**config.mk**
```make
export PLATFORM = sky130hd
export DESIGN_NAME = switch_lookup_global_config
export DESIGN_NICKNAME = d
export VERILOG_FILES = /design/src/core/switch_cfg_pkg.sv /design/src/core/lookup_hash_if.sv /design/src/core/lookup_hash_unit.sv /design/src/core/switch_lookup_global_config.sv
export SDC_FILE = /design/constraint.sdc
export NUM_CORES = 1
export LEC_CHECK = 0
export BUFFER_PORTS_ARGS = -buffer_cell sky130_fd_sc_hd__buf_2
export CORE_ASPECT_RATIO = 0.9
export CORE_MARGIN = 2
export CORE_UTILIZATION = 56
export CTS_CLUSTER_DIAMETER = 100
export DETAILED_ROUTE_END_ITERATION = 12
export GPL_TIMING_DRIVEN = 0
export HOLD_SLACK_MARGIN = 0.03
export PLACE_DENSITY = 0.87
export SYNTH_ARGS = -nofsm -noshare
export SYNTH_HDL_FRONTEND = slang
export SYNTH_SLANG_ARGS = --single-unit
```
**constraint.sdc**
```tcl
create_clock -name clk -period 7 [get_ports clk]
set_input_delay 0.35 -clock clk [delete_from_list [all_inputs] [get_ports clk]]
set_output_delay 0.35 -clock clk [all_outputs]
set_load 0.05 [all_outputs]
```
**src/core/switch_cfg_pkg.sv**
```systemverilog
// Constants, types and operating notes of the switch lookup global configuration bank.
// Operation
// Two read-write byte registers hold switch MAC address bits 15:8 and 7:0, each reset to 0xFF.
// A 14-bit read-write maximum payload length sits in the low bits of a 16-bit register, reset 2000.
// Any frame whose payload runs past the programmed maximum length is truncated.
// Software may program the maximum payload length up to 9000 bytes for jumbo frames.
// The 16-bit tag type, reset 0x9100, tags untagged frames and is the outer tag when double tagging.
// Lookup control 0 bit 7 is the VLAN master enable, one enables VLAN mode, reset zero.
// Software fills the VLAN table completely before it sets the VLAN master enable.
// Bit 6 set (reset one) drops packets with an invalid VLAN ID, clear sends them to the host port.
// Unknown-VID forwarding, when enabled, takes precedence over the invalid-VID setting.
// Bits 5:3 hold a 3-bit age count, reset 100b, loaded into a dynamic entry on each update.
// The aging time of dynamic entries comes from the age count combined with the age period.
// Bit 2 enables reserved multicast table lookups when one, reset zero.
// Hash select 00 or 11 indexes the dynamic table with the ten lowest destination address bits.
// Hash select 01, the reset value, maps dynamic entries with a CRC hash of the address.
// Hash select 10 maps dynamic entries with an XOR hash of the address.
// The six-byte switch MAC address is the pause frame source and the self-filter address.
// Reserved bits 15:14 of the length register are writable and readable and do nothing.
package switch_cfg_pkg;

   // ****************************************************************
   // Register offsets
   // ****************************************************************
   localparam int unsigned ADDR_W        = 16;
   localparam logic [15:0] OFS_MAC_BYTE4 = 16'h0306;
   localparam logic [15:0] OFS_MAC_BYTE5 = 16'h0307;
   localparam logic [15:0] OFS_MAXLEN_HI = 16'h0308;
   localparam logic [15:0] OFS_MAXLEN_LO = 16'h0309;
   localparam logic [15:0] OFS_TPID_HI   = 16'h030A;
   localparam logic [15:0] OFS_TPID_LO   = 16'h030B;
   localparam logic [15:0] OFS_LKCTL0    = 16'h0310;

   // ****************************************************************
   // Reset values and limits
   // ****************************************************************
   localparam logic [7:0]  RST_MAC_BYTE  = 8'hFF;
   localparam logic [15:0] RST_MAXLEN    = 16'h07D0;
   localparam logic [15:0] RST_TPID      = 16'h9100;
   localparam logic [7:0]  RST_LKCTL0    = 8'h61;
   localparam logic [13:0] JUMBO_MAXLEN  = 14'h2328;
   localparam logic [7:0]  UNMAPPED_READ = 8'h00;

   // ****************************************************************
   // Field positions and widths
   // ****************************************************************
   localparam int unsigned MAXLEN_W        = 14;
   localparam int unsigned LK_VLAN_EN      = 7;
   localparam int unsigned LK_DROP_INVALID = 6;
   localparam int unsigned LK_AGE_HI       = 5;
   localparam int unsigned LK_AGE_LO       = 3;
   localparam int unsigned LK_RSVD_MC      = 2;
   localparam int unsigned LK_HASH_HI      = 1;
   localparam int unsigned LK_HASH_LO      = 0;
   localparam int unsigned AGE_W           = 3;
   localparam int unsigned HASH_W          = 10;

   // ****************************************************************
   // Hash selection and hash constants
   // ****************************************************************
   localparam logic [1:0]  HASH_DIRECT0 = 2'h0;
   localparam logic [1:0]  HASH_CRC     = 2'h1;
   localparam logic [1:0]  HASH_XOR     = 2'h2;
   localparam logic [1:0]  HASH_DIRECT3 = 2'h3;
   localparam logic [9:0]  CRC_POLY     = 10'h233;
   localparam logic [9:0]  CRC_INIT     = 10'h3FF;

   typedef logic [1:0] hash_sel_t;

   typedef enum logic [1:0] {
      VERDICT_FORWARD,
      VERDICT_DROP,
      VERDICT_HOST,
      VERDICT_UNKNOWN
   } verdict_t;

endpackage

```
**src/core/lookup_hash_if.sv**
```systemverilog
// Interface between the configuration bank and its dynamic table hash unit.
`timescale 1ns/1ps
interface lookup_hash_if;
   import switch_cfg_pkg::*;
   logic [47:0]       dstMac;
   hash_sel_t         hashSel;
   logic [HASH_W-1:0] tableIndex;
   modport requester (output dstMac, output hashSel, input tableIndex);
   modport hasher (input dstMac, input hashSel, output tableIndex);
endinterface

```
**src/core/lookup_hash_unit.sv**
```systemverilog
// Combinational dynamic table index generator: direct, CRC or XOR mapping.
`timescale 1ns/1ps
module lookup_hash_unit
   import switch_cfg_pkg::*;
(
   lookup_hash_if.hasher hsh
);

   // ****************************************************************
   // Hash functions
   // ****************************************************************
   // Bit-serial CRC over the 48 address bits; it is deep logic, so the
   // caller registers the result before anyone uses it.
   function automatic logic [HASH_W-1:0] crcHash(input logic [47:0] a);
      logic [HASH_W-1:0] c;
      logic              fb;
      c = CRC_INIT;
      for (int i = 47; i >= 0; i--) begin
         fb = c[HASH_W-1] ^ a[i];
         c  = {c[HASH_W-2:0], 1'b0};
         if (fb) begin
            c = c ^ CRC_POLY;
         end
      end
      return c;
   endfunction

   function automatic logic [HASH_W-1:0] xorHash(input logic [47:0] a);
      logic [HASH_W-1:0] x;
      x = a[9:0] ^ a[19:10] ^ a[29:20] ^ a[39:30] ^ {2'h0, a[47:40]};
      return x;
   endfunction

   // ****************************************************************
   // Index selection
   // ****************************************************************
   wire logic [HASH_W-1:0] directIdx = hsh.dstMac[HASH_W-1:0];
   wire logic [HASH_W-1:0] crcIdx    = crcHash(hsh.dstMac);
   wire logic [HASH_W-1:0] xorIdx    = xorHash(hsh.dstMac);

   assign hsh.tableIndex = (hsh.hashSel == HASH_CRC) ? crcIdx :
                           (hsh.hashSel == HASH_XOR) ? xorIdx :
                           directIdx;

endmodule // lookup_hash_unit

```
**src/core/switch_lookup_global_config.sv**
```systemverilog
// Global switch configuration bank: MAC low bytes, payload limit, tag type, lookup control 0.
`timescale 1ns/1ps
module switch_lookup_global_config
   import switch_cfg_pkg::*;
#(
   parameter int unsigned AGE_PERIOD_W = 8
)(
   input  wire logic                    clk,
   input  wire logic                    sys_rst,
   input  wire logic [ADDR_W-1:0]       regAddr,
   input  wire logic [7:0]              regWrData,
   input  wire logic                    regWrite,
   input  wire logic                    regRead,
   output logic [7:0]                   regRdData,
   output logic                         regRdValid,
   input  wire logic [31:0]             macUpper,
   output logic [47:0]                  pauseSrcMac,
   input  wire logic                    srcCheck,
   input  wire logic [47:0]             srcMac,
   output logic                         selfAddrHit,
   input  wire logic                    payByteValid,
   input  wire logic                    payFirst,
   output logic                         payByteOut,
   output logic                         payByteKeep,
   output logic                         frameTruncated,
   input  wire logic                    doubleTagEn,
   input  wire logic                    frmTagged,
   input  wire logic [15:0]             frmTpid,
   output logic [15:0]                  ingressTagType,
   output logic [15:0]                  outerTagType,
   output logic                         outerTagInsert,
   input  wire logic                    vidCheck,
   input  wire logic                    vidInvalid,
   input  wire logic                    unknownVidFwdEn,
   output verdict_t                     vidVerdict,
   output logic                         vidVerdictValid,
   output logic                         vlanEnable,
   output logic                         rsvdMcLookupEn,
   input  wire logic                    entryUpdate,
   output logic [AGE_W-1:0]             entryAgeLoad,
   output logic                         entryAgeValid,
   input  wire logic [AGE_PERIOD_W-1:0] agePeriod,
   output logic [AGE_W+AGE_PERIOD_W-1:0] agingTime,
   input  wire logic                    dstCheck,
   input  wire logic [47:0]             dstMac,
   output logic [HASH_W-1:0]            tableIndex,
   output logic                         tableIndexValid
);

   // ****************************************************************
   // Register storage
   // ****************************************************************
   logic [7:0]  macByte4;
   logic [7:0]  macByte5;
   logic [15:0] max_frame_payload_len;
   logic [15:0] provider_outer_tag;
   logic [7:0]  lookupCtl0;
   logic [14:0] payCount;

   // ****************************************************************
   // Register decode
   // ****************************************************************
   wire logic wrMac4  = regWrite && (regAddr == OFS_MAC_BYTE4);
   wire logic wrMac5  = regWrite && (regAddr == OFS_MAC_BYTE5);
   wire logic wrLenHi = regWrite && (regAddr == OFS_MAXLEN_HI);
   wire logic wrLenLo = regWrite && (regAddr == OFS_MAXLEN_LO);
   wire logic wrTpHi  = regWrite && (regAddr == OFS_TPID_HI);
   wire logic wrTpLo  = regWrite && (regAddr == OFS_TPID_LO);
   wire logic wrLk0   = regWrite && (regAddr == OFS_LKCTL0);

   wire logic [7:0] next_rdData =
      (regAddr == OFS_MAC_BYTE4) ? macByte4 :
      (regAddr == OFS_MAC_BYTE5) ? macByte5 :
      (regAddr == OFS_MAXLEN_HI) ? max_frame_payload_len[15:8] :
      (regAddr == OFS_MAXLEN_LO) ? max_frame_payload_len[7:0] :
      (regAddr == OFS_TPID_HI)   ? provider_outer_tag[15:8] :
      (regAddr == OFS_TPID_LO)   ? provider_outer_tag[7:0] :
      (regAddr == OFS_LKCTL0)    ? lookupCtl0 :
      UNMAPPED_READ;

   // ****************************************************************
   // Lookup control 0 fields
   // ****************************************************************
   wire logic             cfgVlanEn   = lookupCtl0[LK_VLAN_EN];
   wire logic             cfgDropInv  = lookupCtl0[LK_DROP_INVALID];
   wire logic [AGE_W-1:0] cfgAgeCount = lookupCtl0[LK_AGE_HI:LK_AGE_LO];
   wire logic             cfgRsvdMc   = lookupCtl0[LK_RSVD_MC];
   wire hash_sel_t        cfgHashSel  = lookupCtl0[LK_HASH_HI:LK_HASH_LO];
   wire logic [MAXLEN_W-1:0] cfgMaxLen = max_frame_payload_len[MAXLEN_W-1:0];

   // ****************************************************************
   // Derived datapath values
   // ****************************************************************
   // Bits 15:14 never reach the limit compare, so they can hold anything.
   wire logic [14:0] maxLimit = {1'b0, cfgMaxLen};
   wire logic [14:0] next_payCount =
      payFirst ? 15'h0001 :
      (payCount == 15'h7FFF) ? payCount : 15'(payCount + 15'h0001);
   wire logic next_keep = next_payCount <= maxLimit;
   wire logic next_trunc =
      (payFirst ? 1'b0 : frameTruncated) | (payByteValid & ~next_keep);

   wire verdict_t next_verdict =
      !cfgVlanEn      ? VERDICT_FORWARD :
      !vidInvalid     ? VERDICT_FORWARD :
      unknownVidFwdEn ? VERDICT_UNKNOWN :
      cfgDropInv      ? VERDICT_DROP : VERDICT_HOST;

   wire logic [47:0] fullMac = {macUpper, macByte4, macByte5};
   wire logic [15:0] next_tagType = frmTagged ? frmTpid : provider_outer_tag;
   wire logic [AGE_W+AGE_PERIOD_W-1:0] next_agingTime =
      {{AGE_PERIOD_W{1'b0}}, cfgAgeCount} * {{AGE_W{1'b0}}, agePeriod};

   lookup_hash_if hashBus ();
   assign hashBus.dstMac  = dstMac;
   assign hashBus.hashSel = cfgHashSel;

   lookup_hash_unit hashUnit (
      .hsh (hashBus)
   );

   // ****************************************************************
   // Configuration registers
   // ****************************************************************
   // Jumbo limits up to 9000 fit the 14-bit field; nothing clamps a larger
   // value, so software owns keeping within that range.
   always_ff @(posedge clk) begin
      if (sys_rst) begin
         macByte4              <= RST_MAC_BYTE;
         macByte5              <= RST_MAC_BYTE;
         max_frame_payload_len <= RST_MAXLEN;
         provider_outer_tag    <= RST_TPID;
         lookupCtl0            <= RST_LKCTL0;
      end else begin
         if (wrMac4) begin
            macByte4 <= regWrData;
         end
         if (wrMac5) begin
            macByte5 <= regWrData;
         end
         if (wrLenHi) begin
            max_frame_payload_len[15:8] <= regWrData;
         end
         if (wrLenLo) begin
            max_frame_payload_len[7:0] <= regWrData;
         end
         if (wrTpHi) begin
            provider_outer_tag[15:8] <= regWrData;
         end
         if (wrTpLo) begin
            provider_outer_tag[7:0] <= regWrData;
         end
         if (wrLk0) begin
            lookupCtl0 <= regWrData;
         end
      end
   end

   always_ff @(posedge clk) begin
      if (sys_rst) begin
         regRdData  <= 8'h00;
         regRdValid <= 1'b0;
      end else begin
         regRdData  <= regRead ? next_rdData : regRdData;
         regRdValid <= regRead;
      end
   end

   // ****************************************************************
   // Payload truncation
   // ****************************************************************
   always_ff @(posedge clk) begin
      if (sys_rst) begin
         payCount       <= 15'h0000;
         payByteOut     <= 1'b0;
         payByteKeep    <= 1'b0;
         frameTruncated <= 1'b0;
      end else begin
         if (payByteValid) begin
            payCount <= next_payCount;
         end
         payByteOut     <= payByteValid;
         payByteKeep    <= payByteValid & next_keep;
         frameTruncated <= next_trunc;
      end
   end

   // ****************************************************************
   // Tagging, VLAN verdict, aging and address outputs
   // ****************************************************************
   always_ff @(posedge clk) begin
      if (sys_rst) begin
         ingressTagType  <= RST_TPID;
         outerTagType    <= 16'h0000;
         outerTagInsert  <= 1'b0;
         vidVerdict      <= VERDICT_FORWARD;
         vidVerdictValid <= 1'b0;
         vlanEnable      <= 1'b0;
         rsvdMcLookupEn  <= 1'b0;
         entryAgeLoad    <= '0;
         entryAgeValid   <= 1'b0;
         agingTime       <= '0;
         pauseSrcMac     <= 48'h0000_0000_0000;
         selfAddrHit     <= 1'b0;
         tableIndex      <= '0;
         tableIndexValid <= 1'b0;
      end else begin
         ingressTagType  <= next_tagType;
         outerTagType    <= doubleTagEn ? provider_outer_tag : 16'h0000;
         outerTagInsert  <= doubleTagEn;
         vidVerdict      <= vidCheck ? next_verdict : vidVerdict;
         vidVerdictValid <= vidCheck;
         vlanEnable      <= cfgVlanEn;
         rsvdMcLookupEn  <= cfgRsvdMc;
         entryAgeLoad    <= entryUpdate ? cfgAgeCount : entryAgeLoad;
         entryAgeValid   <= entryUpdate;
         agingTime       <= next_agingTime;
         pauseSrcMac     <= fullMac;
         selfAddrHit     <= srcCheck && (srcMac == fullMac);
         tableIndex      <= dstCheck ? hashBus.tableIndex : tableIndex;
         tableIndexValid <= dstCheck;
      end
   end

   // ****************************************************************
   // Assertions
   // ****************************************************************
   a_mac_byte_write: assert property (@(posedge clk) disable iff (sys_rst)
      wrMac4 |=> ##1 pauseSrcMac[15:8] == $past(regWrData, 2))
      else $error("MAC byte write did not reach the pause source address.");

   a_len_reserved_bits: assert property (@(posedge clk) disable iff (sys_rst)
      wrLenHi |=> max_frame_payload_len[15:14] == $past(regWrData[7:6]))
      else $error("Reserved length bits did not hold the written value.");

   a_trunc_over_limit: assert property (@(posedge clk) disable iff (sys_rst)
      (payByteValid && !payFirst && payCount >= maxLimit) |=> !payByteKeep && frameTruncated)
      else $error("Byte past the payload limit was kept.");

   a_tag_untagged: assert property (@(posedge clk) disable iff (sys_rst)
      !frmTagged |=> ingressTagType == $past(provider_outer_tag))
      else $error("Untagged frame did not get the programmed tag type.");

   a_vlan_off_forward: assert property (@(posedge clk) disable iff (sys_rst)
      (vidCheck && !cfgVlanEn) |=> vidVerdictValid && vidVerdict == VERDICT_FORWARD)
      else $error("VLAN disabled but verdict was not forward.");

   a_invalid_vid_action: assert property (@(posedge clk) disable iff (sys_rst)
      (vidCheck && cfgVlanEn && vidInvalid && !unknownVidFwdEn)
      |=> vidVerdict == ($past(cfgDropInv) ? VERDICT_DROP : VERDICT_HOST))
      else $error("Invalid VLAN ID verdict does not follow the drop bit.");

   a_unknown_vid_wins: assert property (@(posedge clk) disable iff (sys_rst)
      (vidCheck && cfgVlanEn && vidInvalid && unknownVidFwdEn)
      |=> vidVerdict == VERDICT_UNKNOWN)
      else $error("Unknown VLAN forwarding did not take precedence.");

   a_age_count_load: assert property (@(posedge clk) disable iff (sys_rst)
      entryUpdate |=> entryAgeValid && entryAgeLoad == $past(lookupCtl0[5:3]))
      else $error("Updated entry did not receive the programmed age count.");

   a_hash_direct_map: assert property (@(posedge clk) disable iff (sys_rst)
      (dstCheck && (cfgHashSel == HASH_DIRECT0 || cfgHashSel == HASH_DIRECT3))
      |=> tableIndex == $past(dstMac[9:0]))
      else $error("Direct mapping did not use the low destination bits.");

   a_hash_xor_map: assert property (@(posedge clk) disable iff (sys_rst)
      (dstCheck && cfgHashSel == HASH_XOR) |=> tableIndex == $past(
      dstMac[9:0] ^ dstMac[19:10] ^ dstMac[29:20] ^ dstMac[39:30] ^ {2'h0, dstMac[47:40]}))
      else $error("XOR mapping produced the wrong index.");

   a_len_low_write: assert property (@(posedge clk) disable iff (sys_rst)
      wrLenLo |=> max_frame_payload_len[7:0] == $past(regWrData))
      else $error("Length low byte write was lost.");

   a_keep_in_limit: assert property (@(posedge clk) disable iff (sys_rst)
      (payByteValid && !payFirst && payCount < maxLimit) |=> payByteKeep)
      else $error("Byte within the payload limit was cut.");

   a_outer_tag_type: assert property (@(posedge clk) disable iff (sys_rst)
      doubleTagEn |=> outerTagInsert && outerTagType == $past(provider_outer_tag))
      else $error("Outer tag type is not the programmed one.");

   a_aging_time: assert property (@(posedge clk) disable iff (sys_rst)
      1'b1 |=> agingTime == $past(cfgAgeCount) * $past(agePeriod))
      else $error("Aging time is not age count times age period.");

   a_rsvd_mc_enable: assert property (@(posedge clk) disable iff (sys_rst)
      1'b1 |=> rsvdMcLookupEn == $past(lookupCtl0[LK_RSVD_MC]))
      else $error("Reserved multicast enable does not follow bit 2.");

   a_self_addr_hit: assert property (@(posedge clk) disable iff (sys_rst)
      srcCheck |=> selfAddrHit == ($past(srcMac) == $past(fullMac)))
      else $error("Self address compare gave the wrong result.");

   a_pause_source: assert property (@(posedge clk) disable iff (sys_rst)
      1'b1 |=> pauseSrcMac == $past(fullMac))
      else $error("Pause source address is not the switch address.");

   a_mac_byte_read: assert property (@(posedge clk) disable iff (sys_rst)
      (regRead && regAddr == OFS_MAC_BYTE5) |=> regRdValid && regRdData == $past(macByte5))
      else $error("MAC byte read returned the wrong value.");

endmodule // switch_lookup_global_config

```
==> results by group <==
Outcome
  – Status: finished, final reports clean

Placed design
  – Placed insts: ~1600
  – DP Area: roughly 12000 sq um
  – IO Port Bufs: 309
  – HPWL after DPL: between 20 and 25 mm
  – Routability cong.: 0.916

Global routing
  – First-pass GRT wire length: between 40 and 50 mm
  – Largest net degree at the start of global routing: 20
  – GRT Util Overall: 31.2%
  – Initial antenna violation count: 2
  – Vias in the first global route: 8759
  – Total grt overflow: 0

Clocking
  – Clock root buffer master: clkbuf_16
  – Post-CTS Resized: 0
  – H-tree depth: 4
  – Hold-fix buffers at CTS: 0
  – CTS Buffer Depth: 2
  – CTS buffer count: 17
  – TritonCTS Sinks: between 150 and 200
  – Post-CTS Setup Repair Bufs: 0
  – Clock-pin slew of the registers on the worst-case setup and hold paths: 80 ps
  – Worst-Skew Late Latency: around 430 ps
  – CTS tree: built

Min path
  – Hold crit path type: in2reg
  – Hold Path Depth: 2

Synth
  – Synthesized area per cell: slightly above 9 sq um
  – Cell with the most instances after synthesis: dfxtp_1
  – Post-synthesis instance total: ~1100
  – Synthesized area: about 9800 sq um
  – Post-synth top flop: dfxtp_1
  – Most frequent cells after synthesis: dfxtp_1, nand2_1, xnor2_1, nor2_1, xor2_1
  – Sequential area share after synthesis: 39.9%
  – Post-Syn Nets: around 1300
  – EDFF count, synth: 0
  – Leading area contributor after synthesis: dfxtp_1
  – Post-synth ARST share: 0%
  – Yosys cell types: between 50 and 60
  – #FFs+latches synth: 196
  – Ys Warns: 0
  – Synth top area share: between 30 and 40%
  – Ranking of synthesized cells by area: dfxtp_1, xnor2_1, xor2_1

Critical path
  – Critical Path Source Type: register
  – Crit end category: register
  – CP Cell Sequence: ha_1 > nand2_1 > nor2_1 > nand2_1 > nor2_1 > nand2_1 > nand2_1 > a21oi_1 > ha_1 > nor2b_1 > o21a_1 > o21a_1 > o21a_1 > o21a_1 > o21ai_0 > a21oi_1 > o31ai_1 > a21boi_0 > o21ai_0 > a21oi_1 > o2bb2ai_1
  – Crit path DAT: between 4000 and 5000 ps
  – CP max stage delay: 400 ps
  – Crit Path Class: reg2reg
  – Worst R2R Path Depth: 21
  – Critical-path top delay cell: dfxtp_1
  – CP Max Fanout: 6
  – Req. time, crit path: 7300 ps

Drt
  – Post-Route WL: a little under 30 mm
  – Avg WL per Cell: 17.6 um
  – Initial DRC Count: a little under 800
  – Vias/cell: ~5.5
  – Remaining DRCs: 0
  – Drt pass-1 iters: 6
  – Vias after detailed routing: 9011
  – DRT antenna net count: 0

Layout
  – Layout Cells excl Fill: approximately 1700
  – Nets@finish: between 1500 and 2000
  – Share of layout cells above drive strength 1: 24.7%
  – Area Overhead vs Synth: 24.9%
  – Final instance area: roughly 12000 sq um

Die
  – Rows: 45
  – Core area: approximately 17000 sq um
  – Starting density of the core: 57.6%
  – Die Height: 130 um
  – IO Count: roughly 320
  – Full die area: roughly 19000 sq um
  – Die X: around 140 um

Timing
  – Crit share post-route: between 50% and 60%
  – Unrepaired setup endpoints after global routing: false
  – Total Neg Setup Slack: 0 ps
  – Final setup vio count: 0
  – Tmin final: about 4200 ps
  – Hold WS: about 150 ps
  – Clock Skew: 6.88 ps
  – Worst rel slew slack: a little under a quarter
  – Final hold viol count: 0
  – Worst-Margin Slew: between 1000 and 1500 ps
  – Fin. max-slew vios: 0
  – Fmax: around 240 MHz

Power
  – Leak: 5.60 nW
  – Cell area power density: slightly below 300 nW/um^2
  – Worst vdd ir: 0.338 mV

Job
  – Maxcap violations: 0
## report_power, final
group | internal (mW) | total, mW | switching, mW
clock network | 0.522 | 0.998 | 0.476
registers | 1.17 | 1.18 | 0.0178
logic | 0.673 | 1.44 | 0.771
## routing by layer
| metal | share of wire (%) | track usage, % |
|---|---|---|
| met4 | 2.9 | 11.2 |
| met3 | 9.3 | 7.56 |
| met2 | 48 | 54.1 |
| met5 | 0 | 0 |
| met1 | 40 | 38.0 |
## registers in the layout (all words and copies together), names as in the netlist, 2 cells and up
name                   flops
agingTime                 11
entryAgeLoad               3
ingressTagType            16
lookupCtl0                 8
macByte4                   8
macByte5                   8
max_frame_payload_len     16
outerTagType              16
pauseSrcMac               48
payCount                  15
provider_outer_tag        16
regRdData                  8
tableIndex                10
vidVerdict                 2
## kinds of logic (layout without fill, tap and decap cells)
family | after synthesis | after routing | synth area share (%)
flip-flops | 196 | 196 | 39.9
AO/OA/AOI/OAI | 138 | 138 | 8.93
multiplexers | 55 | 55 | 5.62
buffers and inverters | 81 | 422 | 3.09
AND/OR/NAND/NOR | 386 | 386 | 19.3
XOR/XNOR | 188 | 188 | 18.6
adder cells (fa/ha/maj) | 32 | 32 | 4.61
other | 0 | 1 | 0
## stage by stage
stage                     total power, mW  setup slack, ps  utilization, %
after floorplan                      2.38             3570               -
after global placement               2.62             3090            68.4
after detailed placement             2.65             2990            68.4
after CTS                            3.64             2880            72.0
after global routing                 3.83             2420            72.0
final                                3.63             2830            72.0
## layout make-up
| class | instances | area (sq um) |
|---|---|---|
| Timing Repair Buffer | 309 | 1550 |
| Inverter | 31 | 116 |
| Antenna cell | 1 | 2.50 |
| Sequential cell | 196 | 3920 |
| Tap cell | 235 | 294 |
| Fill cell | 1276 | 4780 |
| Clock inverter | 13 | 165 |
| Buffer | 50 | 188 |
| Multi-Input combinational cell | 799 | 5610 |
| Clock buffer | 19 | 443 |
## worst max-delay path: cells and delay by family, from the launching register on
family	cells	cell delay, ps
simple gates	7	1230
flops	1	400
fa+ha+maj	2	540
compound gates	12	1850
## cells in the final DEF, fill, tap and decap left out, drive strengths merged, types with 33 or more instances in the layout
cell / count
mux2i: 53
buf: 312
xnor2: 101
nor2b: 65
dfxtp: 196
nand3: 51
nand2: 104
a21oi: 53
xor2: 77
inv: 36
clkbuf: 66
nor2: 80
and2: 33
## path summary, 6_finish.rpt
check	from	endpoint	slack, ps
worst max-delay path	payCount[0]	frameTruncated	2830
worst min-delay path	macUpper[8]	pauseSrcMac[24]	150
worst max register to register	payCount[0]	frameTruncated	2830
worst min register to register	max_frame_payload_len[15]	max_frame_payload_len[15]	460
(Power assumes the default switching activity.)
